==> config.mk <==
export PLATFORM = sky130hd
export DESIGN_NAME = framer_clock_pll_control
export DESIGN_NICKNAME = d
export VERILOG_FILES = /design/src/framer_clock_pkg.sv /design/src/framer_clock_pll_control.sv /design/src/framer_lock_event.sv
export SDC_FILE = /design/constraint.sdc
export NUM_CORES = 1
export LEC_CHECK = 0
export ABC_AREA = 1
export BUFFER_PORTS_ARGS = -buffer_cell sky130_fd_sc_hd__buf_2
export CORE_UTILIZATION = 54
export CTS_BUF_LIST = sky130_fd_sc_hd__clkbuf_4
export DETAILED_ROUTE_END_ITERATION = 7
export GPL_TIMING_DRIVEN = 1
export PLACE_DENSITY = 0.87
export SETUP_SLACK_MARGIN = 0.1
export SYNTH_ARGS = -nofsm -noshare
export SYNTH_HDL_FRONTEND = slang
export SYNTH_HIERARCHICAL = 1
export SYNTH_SLANG_ARGS = --single-unit
export TNS_END_PERCENT = 5
==> constraint.sdc <==
create_clock -name clock_i -period 4.35 [get_ports clock_i]
set_input_delay 0.87 -clock clock_i [delete_from_list [all_inputs] [get_ports clock_i]]
set_output_delay 0.87 -clock clock_i [all_outputs]
set_load 0.02 [all_outputs]
==> src/framer_clock_pkg.sv <==
// constants and types shared by the framer clock and pll control
package framer_clock_pkg;
    localparam int PORT_COUNT = 8;
    localparam int STRAP_W = 11;
    localparam int DIV_N_W = 6;
    localparam int DIV_M_W = 5;
    localparam int REG_W = 8;
    localparam int FREQ_W = 16;
    // strap bit positions, strap bit 0 is data pin 5
    localparam int STRAP_N_LSB = 0;
    localparam int STRAP_M_LSB = 6;
    // fixed mode internal dividers
    localparam logic [DIV_N_W-1:0] FIXED_N = 6'h21;
    localparam logic [DIV_M_W-1:0] FIXED_M = 5'h00;
    // host interface select codes for the serial interfaces
    localparam logic [1:0] HOST_IF_SPI = 2'h2;
    localparam logic [1:0] HOST_IF_SCI = 2'h3;
    localparam logic FLEX_RESET_VALUE = 1'b1;
    // receive clock rates in kHz, index is the rate select field
    localparam logic [FREQ_W-1:0] T1_KHZ_0 = 16'h0608;
    localparam logic [FREQ_W-1:0] T1_KHZ_1 = 16'h0C10;
    localparam logic [FREQ_W-1:0] T1_KHZ_2 = 16'h1820;
    localparam logic [FREQ_W-1:0] T1_KHZ_3 = 16'h3040;
    localparam logic [FREQ_W-1:0] E1_KHZ_0 = 16'h0800;
    localparam logic [FREQ_W-1:0] E1_KHZ_1 = 16'h1000;
    localparam logic [FREQ_W-1:0] E1_KHZ_2 = 16'h2000;
    localparam logic [FREQ_W-1:0] E1_KHZ_3 = 16'h4000;
    localparam logic [1:0] RATE_BASE = 2'h0;
    // reset pulse lengths
    localparam int CLK_PERIOD_NS = 10;
    localparam int PLL_RST_NS = 100;
    localparam int CLK_RST_NS = 50;
    localparam int PLL_RST_CYCLES = (PLL_RST_NS + CLK_PERIOD_NS - 1) / CLK_PERIOD_NS;
    localparam int CLK_RST_CYCLES = (CLK_RST_NS + CLK_PERIOD_NS - 1) / CLK_PERIOD_NS;
    localparam int CNT_W = 8;

    typedef enum logic [2:0] {
        CORNER_2HZ = 3'b001,
        CORNER_0P2HZ = 3'b010,
        CORNER_ADJUST = 3'b100
    } corner_mode_t;

    typedef struct packed {
        corner_mode_t mode;
        logic [REG_W-1:0] cfg_three;
        logic [REG_W-1:0] cfg_four;
        logic [REG_W-1:0] cfg_five;
    } corner_cfg_t;

    typedef struct packed {
        logic [DIV_N_W-1:0] n;
        logic [DIV_M_W-1:0] m;
    } pll_div_t;

    typedef enum logic [2:0] {
        ST_RUN = 3'b001,
        ST_PLL_RST = 3'b010,
        ST_CLK_RST = 3'b100
    } rst_state_t;
endpackage : framer_clock_pkg

==> src/framer_clock_pll_control.sv <==
// central receive/transmit clock selection and pll reset control
`timescale 1ns/100ps
module framer_clock_pll_control #(
    parameter int PORTS = framer_clock_pkg::PORT_COUNT
) (
    // clock and reset
    input wire logic clock_i,
    input wire logic rst_b_i,
    // line and host configuration
    input wire logic comp_mode_i,
    input wire logic [1:0] host_if_select_i,
    input wire logic chan_translate_i,
    input wire logic [PORTS-1:0] port_e1_mode_i,
    // receive clock rate
    input wire logic [1:0] clock_mode_reg_four_rs_i,
    input wire logic [1:0] clock_mode_reg_one_rs_i,
    input wire logic rx_clk_from_cdr_i,
    output logic [framer_clock_pkg::FREQ_W-1:0] rx_clock_khz_o,
    // oscillator corners
    input wire logic rx_corner_low_sel_i,
    input wire logic tx_corner_low_sel_i,
    input wire logic rx_corner_adjust_en_i,
    input wire logic tx_corner_adjust_en_i,
    input wire logic [framer_clock_pkg::REG_W-1:0] clock_mode_reg_three_i,
    input wire logic [framer_clock_pkg::REG_W-1:0] clock_mode_reg_four_i,
    input wire logic [framer_clock_pkg::REG_W-1:0] clock_mode_reg_five_i,
    output framer_clock_pkg::corner_cfg_t rx_digital_osc_o,
    output framer_clock_pkg::corner_cfg_t tx_digital_osc_o,
    // pll configuration writes
    input wire logic flex_wr_i,
    input wire logic flex_wdata_i,
    input wire logic div_a_wr_i,
    input wire logic div_b_wr_i,
    input wire logic [framer_clock_pkg::REG_W-1:0] div_wdata_i,
    input wire logic [framer_clock_pkg::STRAP_W-1:0] strap_i,
    output logic flex_freq_enable_o,
    output framer_clock_pkg::pll_div_t pll_div_o,
    output logic port_mode_mismatch_o,
    // resets toward the clock system
    output logic pll_reset_o,
    output logic clock_sys_reset_o,
    // lock input and status, then events with one entry per half
    input wire logic pll_lock_i,
    input wire logic [1:0] pll_lock_int_mask_i,
    input wire logic [1:0] pll_change_visible_i,
    input wire logic [1:0] pll_lock_clear_i,
    output logic pll_lock_status_o,
    output logic [1:0] pll_lock_changed_o,
    output logic [1:0] pll_lock_irq_o
);
    import framer_clock_pkg::*;

    localparam logic [CNT_W-1:0] PLL_CNT_LAST = CNT_W'(PLL_RST_CYCLES - 1);
    localparam logic [CNT_W-1:0] CLK_CNT_LAST = CNT_W'(CLK_RST_CYCLES - 1);

    logic serial_if;
    logic [1:0] rate_sel;
    logic line_e1;
    logic [FREQ_W-1:0] next_khz;
    logic flex_freq_enable;
    logic [DIV_N_W-1:0] pll_divider_reg_a;
    logic [DIV_M_W-1:0] pll_divider_reg_b;
    logic [STRAP_W-1:0] strap_q;
    logic strap_seen;
    logic [PORTS-1:0] port_mode_q;
    pll_div_t strap_div;
    pll_div_t reg_div;
    pll_div_t flex_div;
    logic div_a_change;
    logic div_b_change;
    logic strap_change;
    logic flex_toggle;
    logic pll_trigger;
    logic clk_trigger;
    rst_state_t state;
    logic [CNT_W-1:0] cnt;
    logic lock_q;
    logic lock_change;

    assign serial_if = (host_if_select_i == HOST_IF_SPI) || (host_if_select_i == HOST_IF_SCI);

    // receive clock rate; port one sets the line mode seen at this pin, channel translation forces E1
    assign rate_sel = comp_mode_i ? clock_mode_reg_one_rs_i : clock_mode_reg_four_rs_i;
    assign line_e1 = port_e1_mode_i[0] | chan_translate_i;

    always_comb begin
        next_khz = T1_KHZ_0;
        if (rx_clk_from_cdr_i) begin
            next_khz = line_e1 ? E1_KHZ_0 : T1_KHZ_0;
        end else begin
            case (rate_sel)
                2'h0: next_khz = line_e1 ? E1_KHZ_0 : T1_KHZ_0;
                2'h1: next_khz = line_e1 ? E1_KHZ_1 : T1_KHZ_1;
                2'h2: next_khz = line_e1 ? E1_KHZ_2 : T1_KHZ_2;
                default: next_khz = line_e1 ? E1_KHZ_3 : T1_KHZ_3;
            endcase
        end
    end

    always_ff @(posedge clock_i or negedge rst_b_i) begin
        if (!rst_b_i) begin
            rx_clock_khz_o <= T1_KHZ_0;
        end else begin
            rx_clock_khz_o <= next_khz;
        end
    end

    // oscillator corners
    always_ff @(posedge clock_i or negedge rst_b_i) begin
        if (!rst_b_i) begin
            rx_digital_osc_o <= '{mode: CORNER_2HZ, default: '0};
            tx_digital_osc_o <= '{mode: CORNER_2HZ, default: '0};
        end else begin
            rx_digital_osc_o.cfg_three <= clock_mode_reg_three_i;
            rx_digital_osc_o.cfg_four <= clock_mode_reg_four_i;
            rx_digital_osc_o.cfg_five <= clock_mode_reg_five_i;
            tx_digital_osc_o.cfg_three <= clock_mode_reg_three_i;
            tx_digital_osc_o.cfg_four <= clock_mode_reg_four_i;
            tx_digital_osc_o.cfg_five <= clock_mode_reg_five_i;
            if (rx_corner_adjust_en_i) begin
                rx_digital_osc_o.mode <= CORNER_ADJUST;
            end else begin
                rx_digital_osc_o.mode <= rx_corner_low_sel_i ? CORNER_0P2HZ : CORNER_2HZ;
            end
            if (tx_corner_adjust_en_i) begin
                tx_digital_osc_o.mode <= CORNER_ADJUST;
            end else begin
                tx_digital_osc_o.mode <= tx_corner_low_sel_i ? CORNER_0P2HZ : CORNER_2HZ;
            end
        end
    end

    // flexible enable, forced to flexible while reset is held
    always_ff @(posedge clock_i or negedge rst_b_i) begin
        if (!rst_b_i) begin
            flex_freq_enable <= FLEX_RESET_VALUE;
        end else if (flex_wr_i) begin
            flex_freq_enable <= flex_wdata_i;
        end
    end

    always_ff @(posedge clock_i or negedge rst_b_i) begin
        if (!rst_b_i) begin
            pll_divider_reg_a <= FIXED_N;
            pll_divider_reg_b <= FIXED_M;
        end else begin
            if (div_a_wr_i) begin
                pll_divider_reg_a <= div_wdata_i[DIV_N_W-1:0];
            end
            if (div_b_wr_i) begin
                pll_divider_reg_b <= div_wdata_i[DIV_M_W-1:0];
            end
        end
    end

    // straps taken as the reference after the first clock past reset
    always_ff @(posedge clock_i or negedge rst_b_i) begin
        if (!rst_b_i) begin
            strap_q <= '0;
            strap_seen <= 1'b0;
            port_mode_q <= '0;
        end else begin
            strap_q <= strap_i;
            strap_seen <= 1'b1;
            port_mode_q <= port_e1_mode_i;
        end
    end

    assign strap_div.n = strap_q[STRAP_N_LSB +: DIV_N_W];
    assign strap_div.m = strap_q[STRAP_M_LSB +: DIV_M_W];
    assign reg_div.n = pll_divider_reg_a;
    assign reg_div.m = pll_divider_reg_b;
    // serial host ignores register writes and uses the straps
    assign flex_div = serial_if ? strap_div : reg_div;

    always_ff @(posedge clock_i or negedge rst_b_i) begin
        if (!rst_b_i) begin
            pll_div_o <= '{n: FIXED_N, m: FIXED_M};
        end else if (flex_freq_enable) begin
            pll_div_o <= flex_div;
        end else begin
            pll_div_o <= '{n: FIXED_N, m: FIXED_M};
        end
    end

    assign flex_freq_enable_o = flex_freq_enable;

    // fixed mode has one pll setting, so ports must agree
    assign port_mode_mismatch_o = !flex_freq_enable && !((&port_e1_mode_i) || !(|port_e1_mode_i));

    // reset causes
    assign div_a_change = div_a_wr_i && (div_wdata_i[DIV_N_W-1:0] != pll_divider_reg_a);
    assign div_b_change = div_b_wr_i && (div_wdata_i[DIV_M_W-1:0] != pll_divider_reg_b);
    assign strap_change = strap_seen && (strap_i != strap_q);
    assign flex_toggle = flex_wr_i && (flex_wdata_i != flex_freq_enable);

    always_comb begin
        pll_trigger = 1'b0;
        if (flex_freq_enable) begin
            if (serial_if) begin
                pll_trigger = strap_change;
            end else begin
                pll_trigger = div_a_change || div_b_change;
            end
        end
        // fixed mode: divider writes and strap moves leave the pll alone
        if (flex_toggle && (flex_div != pll_div_t'{n: FIXED_N, m: FIXED_M})) begin
            pll_trigger = 1'b1;
        end
    end

    assign clk_trigger = (port_e1_mode_i != port_mode_q);

    // reset sequencer; a pll reset always runs into a clock system reset
    always_ff @(posedge clock_i or negedge rst_b_i) begin
        if (!rst_b_i) begin
            state <= ST_PLL_RST;
            cnt <= '0;
        end else begin
            case (state)
                ST_RUN: begin
                    if (pll_trigger) begin
                        state <= ST_PLL_RST;
                        cnt <= '0;
                    end else if (clk_trigger) begin
                        state <= ST_CLK_RST;
                        cnt <= '0;
                    end
                end
                ST_PLL_RST: begin
                    if (pll_trigger) begin
                        cnt <= '0;
                    end else if (cnt == PLL_CNT_LAST) begin
                        state <= ST_CLK_RST;
                        cnt <= '0;
                    end else begin
                        cnt <= cnt + 1'b1;
                    end
                end
                ST_CLK_RST: begin
                    if (pll_trigger) begin
                        state <= ST_PLL_RST;
                        cnt <= '0;
                    end else if (clk_trigger) begin
                        cnt <= '0;
                    end else if (cnt == CLK_CNT_LAST) begin
                        state <= ST_RUN;
                        cnt <= '0;
                    end else begin
                        cnt <= cnt + 1'b1;
                    end
                end
                default: begin
                    state <= ST_PLL_RST;
                    cnt <= '0;
                end
            endcase
        end
    end

    assign pll_reset_o = (state == ST_PLL_RST);
    assign clock_sys_reset_o = (state != ST_RUN);

    // lock change detection, status copied to both halves in comp mode, lower half only otherwise
    always_ff @(posedge clock_i or negedge rst_b_i) begin
        if (!rst_b_i) begin
            lock_q <= 1'b0;
        end else begin
            lock_q <= pll_lock_i;
        end
    end

    assign lock_change = (pll_lock_i != lock_q);
    assign pll_lock_status_o = lock_q;

    framer_lock_event half_lo (
        .clock_i(clock_i),
        .rst_b_i(rst_b_i),
        .lock_change_i(lock_change),
        .mask_i(pll_lock_int_mask_i[0]),
        .visible_i(pll_change_visible_i[0]),
        .clear_i(pll_lock_clear_i[0]),
        .changed_o(pll_lock_changed_o[0]),
        .irq_o(pll_lock_irq_o[0])
    );

    framer_lock_event half_hi (
        .clock_i(clock_i),
        .rst_b_i(rst_b_i),
        .lock_change_i(lock_change),
        .mask_i(pll_lock_int_mask_i[1] | !comp_mode_i),
        .visible_i(pll_change_visible_i[1] & comp_mode_i),
        .clear_i(pll_lock_clear_i[1]),
        .changed_o(pll_lock_changed_o[1]),
        .irq_o(pll_lock_irq_o[1])
    );

    property p_cdr_base;
        @(posedge clock_i) disable iff (!rst_b_i)
        rx_clk_from_cdr_i |=> (rx_clock_khz_o == E1_KHZ_0 || rx_clock_khz_o == T1_KHZ_0);
    endproperty
    a_cdr_base: assert property (p_cdr_base) else $error("recovered clock not at base rate");

    property p_adjust;
        @(posedge clock_i) disable iff (!rst_b_i)
        rx_corner_adjust_en_i |=> rx_digital_osc_o.mode == CORNER_ADJUST;
    endproperty
    a_adjust: assert property (p_adjust) else $error("adjust enable ignored");

    property p_fixed_div;
        @(posedge clock_i) disable iff (!rst_b_i)
        !flex_freq_enable |=> (pll_div_o == pll_div_t'{n: FIXED_N, m: FIXED_M});
    endproperty
    a_fixed_div: assert property (p_fixed_div) else $error("fixed dividers wrong");

    property p_div_reset;
        @(posedge clock_i) disable iff (!rst_b_i)
        (flex_freq_enable && !serial_if && div_a_change) |=> pll_reset_o;
    endproperty
    a_div_reset: assert property (p_div_reset) else $error("divider change did not reset pll");

    property p_fixed_quiet;
        @(posedge clock_i) disable iff (!rst_b_i)
        (state == ST_RUN && !flex_freq_enable && !flex_wr_i) |=> !pll_reset_o;
    endproperty
    a_fixed_quiet: assert property (p_fixed_quiet) else $error("pll reset in fixed mode");

    property p_strap_reset;
        @(posedge clock_i) disable iff (!rst_b_i)
        (flex_freq_enable && serial_if && strap_change) |=> pll_reset_o;
    endproperty
    a_strap_reset: assert property (p_strap_reset) else $error("strap change did not reset pll");

    property p_pll_then_clk;
        @(posedge clock_i) disable iff (!rst_b_i)
        $fell(pll_reset_o) |-> clock_sys_reset_o;
    endproperty
    a_pll_then_clk: assert property (p_pll_then_clk) else $error("clock system not reset after pll");

    property p_mode_change;
        @(posedge clock_i) disable iff (!rst_b_i)
        (state == ST_RUN && clk_trigger && !pll_trigger) |=> (clock_sys_reset_o && !pll_reset_o);
    endproperty
    a_mode_change: assert property (p_mode_change) else $error("mode change reset wrong");

    property p_reset_flex;
        @(posedge clock_i)
        $rose(rst_b_i) |-> (flex_freq_enable && pll_reset_o);
    endproperty
    a_reset_flex: assert property (p_reset_flex) else $error("reset state wrong");
endmodule : framer_clock_pll_control

==> src/framer_lock_event.sv <==
// pll lock change flag, mask and visibility for one register half
`timescale 1ns/100ps
module framer_lock_event (
    // clock and reset
    input wire logic clock_i,
    input wire logic rst_b_i,
    // event and software control
    input wire logic lock_change_i,
    input wire logic mask_i,
    input wire logic visible_i,
    input wire logic clear_i,
    // status
    output logic changed_o,
    output logic irq_o
);
    import framer_clock_pkg::*;

    logic changed;

    // set beats clear so a change in the clear cycle survives
    always_ff @(posedge clock_i or negedge rst_b_i) begin
        if (!rst_b_i) begin
            changed <= 1'b0;
        end else if (lock_change_i) begin
            changed <= 1'b1;
        end else if (clear_i) begin
            changed <= 1'b0;
        end
    end

    assign changed_o = changed & visible_i;
    assign irq_o = changed & ~mask_i;

    property p_set_wins;
        @(posedge clock_i) disable iff (!rst_b_i)
        lock_change_i |=> changed;
    endproperty
    a_set_wins: assert property (p_set_wins) else $error("lock change lost");

    property p_irq_gate;
        @(posedge clock_i) disable iff (!rst_b_i)
        (lock_change_i && !mask_i) |=> (irq_o || mask_i);
    endproperty
    a_irq_gate: assert property (p_irq_gate) else $error("unmasked change raised no interrupt");
endmodule : framer_lock_event

# Yosys cells after proc, flatten, opt, wreduce, memory -nomap -nowiden
# Cells that the tools add are included.
[totals] elab_cells=106 ff_bits=103 in_bits=77 out_inout_bits=90
[classes] add_sub_neg=1 eq_ne=22 bitwise=9 mux=36 n_reduce_logical=19
[op_table] operator="$mux 8" count=7
[op_table] operator="$pmux 15 s3" count=1
[op_table] operator="$mux 3" count=9
[op_table] operator="$pmux 8 s3" count=1
[op_table] operator="$mux 11" count=2
[op_table] operator="$mux 16" count=1
[op_table] operator="$mux 15" count=1
[op_table] operator="$mux 14" count=1
[op_table] operator="$mux 13" count=1
[op_table] operator="$mux 12" count=1
[op_table] operator="$ne 11x11->1" count=1
[op_table] operator="$ne 11x11->1 const B" count=1
[op_table] operator="$ne 3x3->1 const B" count=3
[op_table] operator="$pmux 3 s3" count=1
[op_table] operator="$add 8x1->8 const B" count=1
[op_table] operator="$eq 8x3->1 const B" count=1
[op_table] operator="$eq 8x4->1 const B" count=1
[op_table] operator="$ne 8x8->1" count=1
[op_table] operator="$reduce_and 8->1" count=1
[op_table] operator="$reduce_or 8->1" count=1
[op_table] operator="$mux 1" count=7
[op_table] operator="$eq 2x2->1 const B" count=3
[op_table] operator="$logic_and 1x1->1" count=6
[op_table] operator="$mux 2" count=3
[op_table] operator="other kinds (18)" count=31

# Logic depth before layout (Yosys ltp)
# Gate-level depths: netlist of run 1.
[depth] word_depth=8 depth_mapped=14

# Hierarchy
# Netlist of run 1, hierarchy kept.
[modules_own_cells] mod="framer_clock_pll_control" cells_per_inst=450 area_each_um2=4212.8 instances=1 seq_area_each_um2=2364.8
[modules_own_cells] mod="framer_lock_event" cells_per_inst=9 area_each_um2=57.6 instances=2 seq_area_each_um2=25.0

# Worst setup path before layout of run 1
# Ideal clock, no wire load.
[synth_path] path_kind="input to output" start="in port_e1_mode_i[6]" end="out port_mode_mismatch_o" arrival_ns=1.507 cell_stages=3 slack_ns=1.973 cell_sequence="nand4_1 nor2_1 a211oi_1"
[synth_between] elab_chain_cells=5
[synth_lines] element="start: declaration" line="framer_clock_pll_control.sv:13" rtl="input wire logic [PORTS-1:0] port_e1_mode_i,"
[synth_lines] element="$reduce_or 8->1" line="framer_clock_pll_control.sv:189" rtl="assign port_mode_mismatch_o = !flex_freq_enable && !((&port_e1_mode_i) || !(|port_e1_mode_i));"
[synth_lines] element="$logic_not 1->1" line="framer_clock_pll_control.sv:189"
[synth_lines] element="$logic_or 1x1->1 (*)" line="framer_clock_pll_control.sv:189"
[synth_lines] element="$logic_not 1->1 (*)" line="framer_clock_pll_control.sv:189"
[synth_lines] element="$logic_and 1x1->1 (*)" line="framer_clock_pll_control.sv:189"
[synth_lines] element="end: declaration" line="framer_clock_pll_control.sv:38" rtl="output logic port_mode_mismatch_o,"
# Mark *: on every way between the ends. The rest lies on a longest branch, timed or not.

# Worst setup path in the final report of run 1
[layout_path] start="reg state[1]" end="out pll_reset_o"
[layout_between] elab_chain_cells=1
[layout_lines] element="start: declaration" line="framer_clock_pll_control.sv:75" rtl="rst_state_t state;"
[layout_lines] element="start signal: assignment" line="framer_clock_pll_control.sv:217" rtl="state <= ST_PLL_RST;"
[layout_lines] element="start signal: assignment" line="framer_clock_pll_control.sv:223" rtl="state <= ST_PLL_RST;"
[layout_lines] element="start signal: assignment" line="framer_clock_pll_control.sv:226" rtl="state <= ST_CLK_RST;"
[layout_lines] element="$eq 3x2->1" line="framer_clock_pll_control.sv:261" rtl="assign pll_reset_o = (state == ST_PLL_RST);"
[layout_lines] element="end: declaration" line="framer_clock_pll_control.sv:40" rtl="output logic pll_reset_o,"
# No other way between the ends.

==> results of run 1 <==
==> worst paths after layout <==
path / to / startpoint
worst max register to register: state[2] / state[0]
worst min-delay path: tx_digital_osc_o[25] / rst_b_i
min in group clock_i: half_hi/changed / half_hi/changed
worst min register to register: half_hi/changed / half_hi/changed
worst max-delay path: pll_reset_o / state[1]
max in group asynchronous: pll_div_o[5] / rst_b_i
==> area by class of cell <==
class | instances | area (um^2)
Fill cell | 620 | 2550
Sequential cell | 96 | 2410
Multi-Input combinational cell | 270 | 1390
Timing Repair Buffer | 158 | 796
Inverter | 69 | 260
Tap cell | 102 | 128
Clock inverter | 5 | 104
Clock buffer | 11 | 82.6
==> cell usage after synthesis, types with 2 or more instances <==
| library cell | n | area share [%] |
|---|---|---|
| nand2_1 | 107 | 9.3 |
| dfrtp_1 | 86 | 50 |
| inv_1 | 59 | 5.1 |
| buf_4 | 32 | 5.6 |
| nor2_1 | 32 | 2.8 |
| nand3_1 | 22 | 2.5 |
| o21ai_0 | 17 | 2.0 |
| xnor2_1 | 13 | 2.6 |
| nand4_1 | 11 | 1.6 |
| dfstp_2 | 10 | 6.1 |
| nor3_1 | 9 | 1.0 |
| o21ai_1 | 9 | 1.0 |
| xor2_1 | 9 | 1.8 |
| inv_2 | 7 | 0.61 |
| clkbuf_1 | 4 | 0.35 |
| nor4_1 | 4 | 0.58 |
| o211ai_1 | 4 | 0.69 |
| ha_1 | 3 | 0.87 |
| nor2_2 | 3 | 0.43 |
| a21oi_1 | 2 | 0.23 |
| buf_6 | 2 | 0.52 |
| clkinv_1 | 2 | 0.17 |
| conb_1 | 2 | 0.17 |
| nand2_4 | 2 | 0.52 |
| nor3b_1 | 2 | 0.35 |
==> kinds of logic after synthesis <==
kind of cell,Yosys count
XOR/XNOR,22
AO/OA/AOI/OAI,39
other,2
adder cells (fa/ha/maj),3
buffers and inverters,107
flip-flops,96
AND/OR/NAND/NOR,199
==> sequential cells by signal (all words and copies together), names as in the netlist, 5 cells and up <==
signal,flops
tx_digital_osc_o,27
cnt,8
strap_q,11
port_mode_q,8
pll_divider_reg_b,5
pll_divider_reg_a,6
rx_clock_khz_o,9
pll_div_o,11
==> metal layers <==
| layer | wire length, um | GRT usage [%] |
|---|---|---|
| met4 | 168 | 8.33 |
| met2 | 4400 | 38.8 |
| met3 | 832 | 6.28 |
| met5 | 0 | 0 |
| met1 | 3670 | 28.1 |
==> power by group <==
part           switching (mW)  internal [mW]  total [mW]
registers              0.0376          0.965        1.00
logic                   0.277          0.142       0.419
clock network           0.287          0.306       0.593
total                   0.601           1.41        2.01
==> worst max-delay path: stages, from the launching register on <==
cell and delay [ns]:
dfstp_2 0.55, inv_1 0.05, nor3_1 0.63, buf_2 0.30
==> summary.txt, run 1 <==
Status
  – Status: finished, final reports clean

Layout
  – Post-route cell area: 5180 um^2
  – Net count, final: 684
  – Most frequent cells in the layout: buf_2, nand2_1, dfrtp_1
  – Post-layout util: between 60% and 70%
  – Most common cell after layout, fill and taps aside: buf_2
  – Layout area overhead: 19.7%
  – Finished Layout Cells: 711
  – Layout cells sized above 1: roughly a third
  – Antenna diodes: 0

Clocking
  – Postcts setup bufs: 0
  – H-tree depth: 3
  – Clock transition at the registers of the reported paths: 0.14 ns
  – CTS tree: built
  – Clock root buffer: clkbuf_4
  – Clock Latency Late Sink: 0.43 ns
  – Hold-fix buffers at CTS: 0
  – Post-CTS Resized: 0
  – Clock sink count: 96
  – Clock Path Buffers: 2
  – TritonCTS buffer count: 9

Setup path
  – R2R Setup Slk: about 2.3 ns
  – WS Path Type: reg -> out
  – Worst setup EP type: primary output
  – Worst path arrival time: 1.94 ns
  – FF-to-FF path depth: 4
  – Max FO, Critical Path: 7
  – Critical Path Start Type: flip-flop
  – WP data required: 3.48 ns

STA
  – Worst-margin pin slew: 1.29 ns
  – Clock skew: 0.0152 ns
  – Setup slack after layout: 1.54 ns
  – Final Max Slew Viols: 0
  – Setup TNS: 0 ns
  – Final hold viol count: 0
  – RSZ-0062 raised after global routing: false
  – Setup-failing EPs final: 0
  – Fmax: between 300 and 400 MHz
  – Slew Limit Headroom: 13.6%
  – Fin Hold WS: 0.500 ns
  – Fin crit share: 64.6%
  – Min Tclk post-route: about 2.8 ns

Placed design
  – PortBufs: 157
  – Placed cell areas: 4990 um^2
  – Placed cells: 695
  – DP Worst Slack: roughly 1.8 ns
  – Post-DP HPWL: 7040 um
  – Routability cong.: 0.926

Die
  – Die area: approximately 8400 um^2
  – Die height: 91.5 um
  – Die Wd: a little over 90 um
  – Starting Density: 56.0%
  – Placement Rows: 32
  – Core area: just under 8000 um^2
  – IO Pins: 167

Drt
  – Avg WL per Cell: 12.8 um
  – Vias: 3496
  – Routed WL: 9080 um
  – Antenna viol nets, final: 0
  – Initial drt markers: 158
  – Router iterations before antenna repair: 4
  – Vias/cell: 4.92
  – DR DRC count: 0

Yosys
  – Register area share after synthesis: 55.8%
  – Synth Instances: 468
  – Yosys cell types: 40
  – Post-synthesis mux area share: 0%
  – Largest family of logic cells by synthesized area: simple AND/OR/NAND/NOR gates
  – Ys flop type: dfrtp_1
  – Syn Std Cell Area: 4330 um^2
  – Post-Synth XOR/XNOR Area: under 10%
  – Syn avg cell area: 9.25 um^2
  – Post-synthesis adder-cell area fraction: less than 1%
  – Synth Area in Compound Gates: 5.38%
  – Async SR Flop Fraction: 100%
  – Synth warn: 6
  – Post-synth EDFFs: 0
  – Synth Register Bits: 96
  – Synth Area in Simple Gates: about a fifth

Global routing
  – Total GRT Usage: between 20 and 25%
  – Pin count of the biggest net entering global routing: 64
  – Total grt overflow: 0
  – Global-route wire length before repair: 15200 um
  – Vias in the first global route: 3415
  – Antenna violations before repair: 0

Run
  – Max-Cap Viols: 0

Pwr
  – LEAKAGE: 2.83 nW
  – Final total power: 2.01 mW
  – Pwr dens: 389 nW/um^2
  – Maximum VDD drop: 0.000253 V

Worst hold path
  – HP Class: in -> async
(Power assumes the default switching activity.)
==> run 2, diff against run 1 <==
--- a/config.mk
+++ b/config.mk
@@ -7,11 +7,11 @@
 export LEC_CHECK = 0
 export ABC_AREA = 1
 export BUFFER_PORTS_ARGS = -buffer_cell sky130_fd_sc_hd__buf_2
-export CORE_UTILIZATION = 54
+export CORE_UTILIZATION = 51
 export CTS_BUF_LIST = sky130_fd_sc_hd__clkbuf_4
 export DETAILED_ROUTE_END_ITERATION = 7
 export GPL_TIMING_DRIVEN = 1
-export PLACE_DENSITY = 0.87
+export PLACE_DENSITY = 0.83
 export SETUP_SLACK_MARGIN = 0.1
 export SYNTH_ARGS = -nofsm -noshare
 export SYNTH_HDL_FRONTEND = slang
==> constraint.sdc (replaced) <==
create_clock -name clock_i -period 2.59 [get_ports clock_i]
set_input_delay 0.518 -clock clock_i [delete_from_list [all_inputs] [get_ports clock_i]]
set_output_delay 0.518 -clock clock_i [all_outputs]
set_load 0.02 [all_outputs]
==> summary.txt, run 2 (synthesis gave the netlist of run 1 again) <==
Clocking
  – Hold-fix buffers at CTS: 0 (unchanged)
  – Clock transition at the registers of the reported paths: 0.16 ns (+0.02 ns)
  – H-tree depth: 3 (unchanged)
  – CTS tree: built
  – Clock sink count: 96 (unchanged)
  – Post-CTS Resized: 0 (unchanged)
  – Postcts setup bufs: 0 (unchanged)
  – Clock root buffer: clkbuf_4
  – Clock Path Buffers: 2 (unchanged)
  – Clock Latency Late Sink: 0.44 ns (about the same)
  – TritonCTS buffer count: 9 (unchanged)

Layout
  – Antenna diodes: 0 (unchanged)
  – Layout cells sized above 1: 34.0% (+0.33 points)
  – Largest regs: tx_digital_osc_o (27), pll_div_o (11), strap_q (11)
  – Largest register FFs: 27 (unchanged)
  – Most frequent cells in the layout: buf_2, nand2_1, dfrtp_1
  – Net count, final: 687 (+0.44%)
  – Layout area overhead: 20.1%
  – Most common cell after layout, fill and taps aside: buf_2
  – Post-route cell area: 5200 um^2 (+0.39%)
  – Largest reg by FF count: tx_digital_osc_o

Setup path
  – WP data required: 2.07 ns (-1.41 ns)
  – Cells along the critical path: inv_1 -> nor3_1 -> buf_4 -> buf_2
  – Worst path top cell family by delay: flip-flops
  – Worst stage delay on the critical path: 0.56 ns (-0.07 ns)
  – Worst path arrival time: 1.52 ns (-0.42 ns)
  – WS Path Type: reg -> out
  – Max FO, Critical Path: 7 (unchanged)
  – Critical Path Start Type: flip-flop
  – R2R Setup Slk: 0.65 ns (-1.60 ns)
  – Worst Path Buf+Inv: 3 (+1)
  – Worst setup EP type: primary output
  – CP max stage cell: dfstp_2

Global routing
  – Pin count of the biggest net entering global routing: 51 (-20%)
  – Total GRT Usage: 21.7% (-1.3 points)
  – Antenna violations before repair: 0 (unchanged)
  – Global-route wire length before repair: 14800 um (-2.4%)
  – Total grt overflow: 0 (unchanged)
  – Vias in the first global route: 3354 (-1.8%)

STA
  – Slew Limit Headroom: 49.2% (+36 points)
  – RSZ-0062 raised after global routing: false
  – Worst-margin pin slew: 0.755 ns (-0.530 ns)
  – Fmax: between 400 and 500 MHz
  – Clock skew: 0.0216 ns (+0.00643 ns)
  – Setup slack after layout: 0.557 ns (-0.985 ns)
  – Final hold viol count: 0 (unchanged)
  – Setup TNS: 0 ns (unchanged)
  – Fin crit share: between 70% and 80%
  – Setup-failing EPs final: 0 (unchanged)
  – Final Max Slew Viols: 0 (unchanged)
  – Min Tclk post-route: between 2 and 2.5 ns

Status
  – Status: finished, final reports clean

Die
  – Placement Rows: 33 (+3.1%)
  – Die height: 94.1 um (+2.8%)
  – Starting Density: 52.7% (-3.3 points)
  – Die Wd: 94.1 um (+2.8%)
  – IO Pins: 167 (unchanged)
  – Core area: 8220 um^2 (+6.3%)
  – Die area: 8860 um^2 (+5.8%)

Drt
  – Vias: 3458 (-1.1%)
  – Antenna viol nets, final: 0 (unchanged)
  – Routed WL: 8840 um (-2.6%)
  – Avg WL per Cell: 12.3 um (-3.4%)
  – Initial drt markers: 150 (-5.1%)
  – Router iterations before antenna repair: 4 (unchanged)
  – Vias/cell: 4.82 (-1.9%)
  – DR DRC count: 0 (unchanged)

Pwr
  – Switching Power: 1.02 mW (+70%)
  – Sw frac: 30.9% (+1.1 points)
  – Pwr dens: 637 nW/um^2 (+64%)
  – Maximum VDD drop: 0.000406 V (+61%)
  – Internal power: 2.29 mW (+62%)
  – Clock group share of total power: 27.6% (-1.8 points)
  – Gate power share: 21.6% (+0.8 points)
  – Sequential share of power: 50.9% (+1.1 points)
  – LEAKAGE: 2.83 nW (about the same)

Worst hold path
  – HP Class: in -> async

Placed design
  – DP Worst Slack: 0.458 ns (-1.36 ns)
  – Post-DP HPWL: 6800 um (-3.4%)
  – PortBufs: 157 (unchanged)
  – Routability cong.: 0.824 (-11%)
  – Placed cell areas: 5030 um^2 (+0.78%)

Run
  – Max-Cap Viols: 0 (unchanged)
==> run 2: cell count changes in the layout (fill, tap and decap cells not counted), sizes merged <==
cell      before  now
clkbuf        11   10
bufinv         3    2
clkinv         4    3
buf          158  161
inv           67   68
clkinvlp       0    2
==> run 2: power by group through the flow <==
stage	clock network [mW]	registers, mW	logic, mW
floorplan	0	1.77	0.413
global placement	0	1.71	0.689
detailed placement	0	1.71	0.713
CTS	0.933	1.68	0.718
global route	0.993	1.70	0.805
finish	0.912	1.68	0.714
==> run 2: through the flow <==
step                utilization, %  cells  power [mW]  hold WS, ns
floorplan                        -    473        2.18        0.222
global placement              61.2    701        2.39        0.477
detailed placement            61.2    701        2.43        0.487
CTS                           63.3    717        3.34       0.0767
global route                  63.3    717        3.50        0.104
finish                        63.3    717        3.31       0.0768
==> run 2: layer usage <==
metal	GRT usage, %	part of all wire, %	wire, um	up-vias
met5	0	0	0	-
met4	9.36	2.4	214	0
met3	5.58	7.5	659	18
met2	36.4	49	4320	133
met1	26.3	41	3640	1601
li1	-	-	-	1706
==> run 2: area by class of cell <==
type	count	area [um^2]
Clock buffer	10	75.1
Clock inverter	6	92.6
Fill cell	684	3020
Inverter	69	260
Multi-Input combinational cell	270	1390
Sequential cell	96	2410
Tap cell	105	131
Timing Repair Buffer	161	831
==> run 2: path summary, 6_finish.rpt <==
check	startpoint	endpoint	depth (start not counted)
setup reg to reg	cnt[0]	state[0]	8
min in group clock_i	clock_mode_reg_four_i[5]	tx_digital_osc_o[13]	1
setup / recovery	state[1]	pll_reset_o	4
hold / removal	rst_b_i	pll_divider_reg_b[4]	1
max in group asynchronous	rst_b_i	rx_clock_khz_o[10]	2
hold reg to reg	half_lo/changed	half_lo/changed	2
==> run 2: worst reg2reg max path, stage by stage (launching register included) <==
cell	delay, ns
dfrtp_1	0.44
inv_1	0.13
ha_1	0.16
inv_1	0.03
nor4_1	0.63
nand2_1	0.12
nand4_1	0.16
nand2_1	0.09
o21ai_1	0.13
==> run 3, diff against run 2 <==
--- a/config.mk
+++ b/config.mk
@@ -7,11 +7,11 @@
 export LEC_CHECK = 0
 export ABC_AREA = 1
 export BUFFER_PORTS_ARGS = -buffer_cell sky130_fd_sc_hd__buf_2
-export CORE_UTILIZATION = 51
+export CORE_UTILIZATION = 46
 export CTS_BUF_LIST = sky130_fd_sc_hd__clkbuf_4
 export DETAILED_ROUTE_END_ITERATION = 7
 export GPL_TIMING_DRIVEN = 1
-export PLACE_DENSITY = 0.83
+export PLACE_DENSITY = 0.79
 export SETUP_SLACK_MARGIN = 0.1
 export SYNTH_ARGS = -nofsm -noshare
 export SYNTH_HDL_FRONTEND = slang
==> constraint.sdc (replaced) <==
create_clock -name clock_i -period 1.8 [get_ports clock_i]
set_input_delay 0.36 -clock clock_i [delete_from_list [all_inputs] [get_ports clock_i]]
set_output_delay 0.36 -clock clock_i [all_outputs]
set_load 0.02 [all_outputs]
==> summary.txt, run 3 (synthesis gave the netlist of run 1 again) <==
Setup path
  – Crit-path most repeated cell: nand2_1
  – WS Path Type: reg -> reg
  – Worst path arrival time: 2.12 ns (+0.60 ns)
  – Worst stage delay on the critical path: 0.43 ns (-0.13 ns)
  – Cells along the critical path: o21ai_0 -> nand2_1 -> nor3_2 -> nand2_1 -> nand2_4 -> nand4_4 -> inv_4 -> nand2_2 -> nand3_2
  – CP max stage cell: dfrtp_1
  – Worst setup EP type: flip-flop
  – Max FO, Critical Path: 8 (+1)
  – Critical Path Start Type: flip-flop
  – FF-to-FF path depth: 9 (+1)
  – WP data required: 2.18 ns (+0.11 ns)

Drt
  – Vias/cell: 4.69 (-2.7%)
  – Router iterations before antenna repair: 4 (unchanged)
  – Vias: 3548 (+2.6%)
  – Routed WL: 9360 um (+5.8%)
  – Antenna viol nets, final: 0 (unchanged)
  – DR DRC count: 0 (unchanged)
  – Met1 wire length: 4020 um (+10%)
  – Initial drt markers: 91 (-39%)
  – Met2 wire len: 4600 um (+6.5%)
  – DR top layer: met4
  – Met3 wire len: 595 um (-9.7%)
  – Avg WL per Cell: 12.4 um (+0.38%)

Layout
  – Antenna diodes: 0 (unchanged)
  – Layout cells sized above 1: 36.4% (+2.4 points)
  – Post-layout util: 60.5% (-2.8 points)
  – Net count, final: 720 (+4.8%)
  – Most common cell after layout, fill and taps aside: buf_2
  – Layout area overhead: 28.5%
  – Finished Layout Cells: 756 (+5.4%)
  – Largest register FFs: 27 (unchanged)
  – Most frequent cells in the layout: buf_2, nand2_1, dfrtp_1
  – Largest reg by FF count: tx_digital_osc_o
  – Largest regs: tx_digital_osc_o (27), pll_div_o (11), strap_q (11)

Die
  – Die height: 99.0 um (+5.2%)
  – Die area: 9800 um^2 (+11%)
  – Starting Density: 47.1% (-5.6 points)
  – Core area: 9200 um^2 (+12%)
  – IO Pins: 167 (unchanged)
  – Placement Rows: 35 (+6.1%)
  – Die Wd: 99.0 um (+5.2%)

Global routing
  – Global-route wire length before repair: 15400 um (+3.8%)
  – Total grt overflow: 0 (unchanged)
  – Antenna violations before repair: 0 (unchanged)
  – Vias in the first global route: 3407 (+1.6%)
  – Total GRT Usage: 19.9% (-1.8 points)
  – Pin count of the biggest net entering global routing: 38 (-25%)

STA
  – Final hold viol count: 0 (unchanged)
  – RSZ-0062 raised after global routing: true
  – Setup-failing EPs final: 0 (unchanged)
  – Clock skew: 0.0169 ns (-0.00468 ns)
  – Final Max Slew Viols: 0 (unchanged)
  – Fmax: 576 MHz
  – Setup TNS: 0 ns (unchanged)
  – Min Tclk post-route: 1.74 ns
  – Fin crit share: 96.5%

Worst hold path
  – Hold path cells: 2
  – HP Class: in -> reg

Clocking
  – Clock Path Buffers: 2 (unchanged)
  – TritonCTS buffer count: 9 (unchanged)
  – Clock Latency Late Sink: 0.44 ns (about the same)
  – CTS tree: built
  – Clock transition at the registers of the reported paths: 0.15 ns (about the same)
  – Clock root buffer: clkbuf_4
  – H-tree depth: 3 (unchanged)
  – Clock sink count: 96 (unchanged)

Pwr
  – Sequential share of power: 52.3% (+1.4 points)
  – LEAKAGE: 3.01 nW (+6.3%)
  – Maximum VDD drop: 0.000435 V (+7.1%)
  – Pwr dens: 838 nW/um^2 (+32%)
  – Clock group share of total power: 22.9% (-4.7 points)
  – Gate power share: 24.9% (+3.3 points)
  – Switching Power: 1.56 mW (+53%)
  – Internal power: 3.10 mW (+35%)
  – Sw frac: 33.5% (+2.6 points)

Placed design
  – PortBufs: 157 (unchanged)
  – Placed cells: 719 (+2.6%)
  – Routability cong.: 0.839 (+1.8%)
  – Post-DP HPWL: 7060 um (+3.8%)

Run
  – Max-Cap Viols: 0 (unchanged)

Status
  – Status: finished, final reports clean
[run 3: power by group through the flow]
| stage | clock network, mW | registers, mW | logic, mW |
|---|---|---|---|
| finish | 1.07 | 2.44 | 1.16 |
| global route | 1.18 | 2.46 | 1.28 |
| CTS | 1.10 | 2.44 | 1.13 |
| detailed placement | 0 | 2.47 | 1.04 |
| global placement | 0 | 2.46 | 1.02 |
| floorplan | 0 | 2.54 | 0.599 |
[run 3: final cells by class]
type                    instances  area [um^2]
well taps                     111          139
clock inverters                 7         55.1
clock buffers                   9         67.6
repair buffers                194         1160
inverters                      69          267
fillers                       784         3630
flip-flops and latches         96         2410
multi-input cells             270         1460
[run 3: final timing paths]
check                                startpoint                    to  slack [ns]
min in group asynchronous               rst_b_i  tx_digital_osc_o[21]        0.38
min reg2reg                pll_divider_reg_a[5]  pll_divider_reg_a[5]        0.53
max in group asynchronous               rst_b_i  pll_divider_reg_a[5]        0.82
min                         rx_corner_low_sel_i  rx_digital_osc_o[24]        0.03
max                        pll_divider_reg_a[3]                cnt[3]        0.06
max reg2reg                pll_divider_reg_a[3]                cnt[3]        0.06
[run 3: timing repair]
action,CTS,global route
setup endpoints to repair,13,15
gates resized for setup,11,14
hold buffers,16,4
hold endpoints to repair,39,4
buffers inserted,1,0
pin swaps,13,9
[run 3: critical path: cells and delay by family, from the launching register on]
family	cells	cell delay [ns]
DFF	1	0.43
and+or+nand+nor	7	0.80
AOI/OAI and AO/OA	1	0.33
buffers and inverters	1	0.13
[run 3: per-stage QoR]
stage	area, um^2	total power, mW	worst slack [ns]	hold WS, ns
final	5560	4.66	0.0625	0.0270
after global routing	5560	4.93	-0.0652	0.0000691
after CTS	5470	4.67	0.0260	0.00216
after detailed placement	5150	3.51	-0.0906	0.312
after global placement	5150	3.48	-0.0470	0.310
after floorplan	4350	3.14	0.191	0.0644
[run 3: per-layer routing]
metal / GRT usage (%) / vias to the layer above
li1: - / 1772
met1: 24.3 / 1613
met2: 35.2 / 151
met3: 3.83 / 12
met4: 6.54 / 0
met5: 0 / -
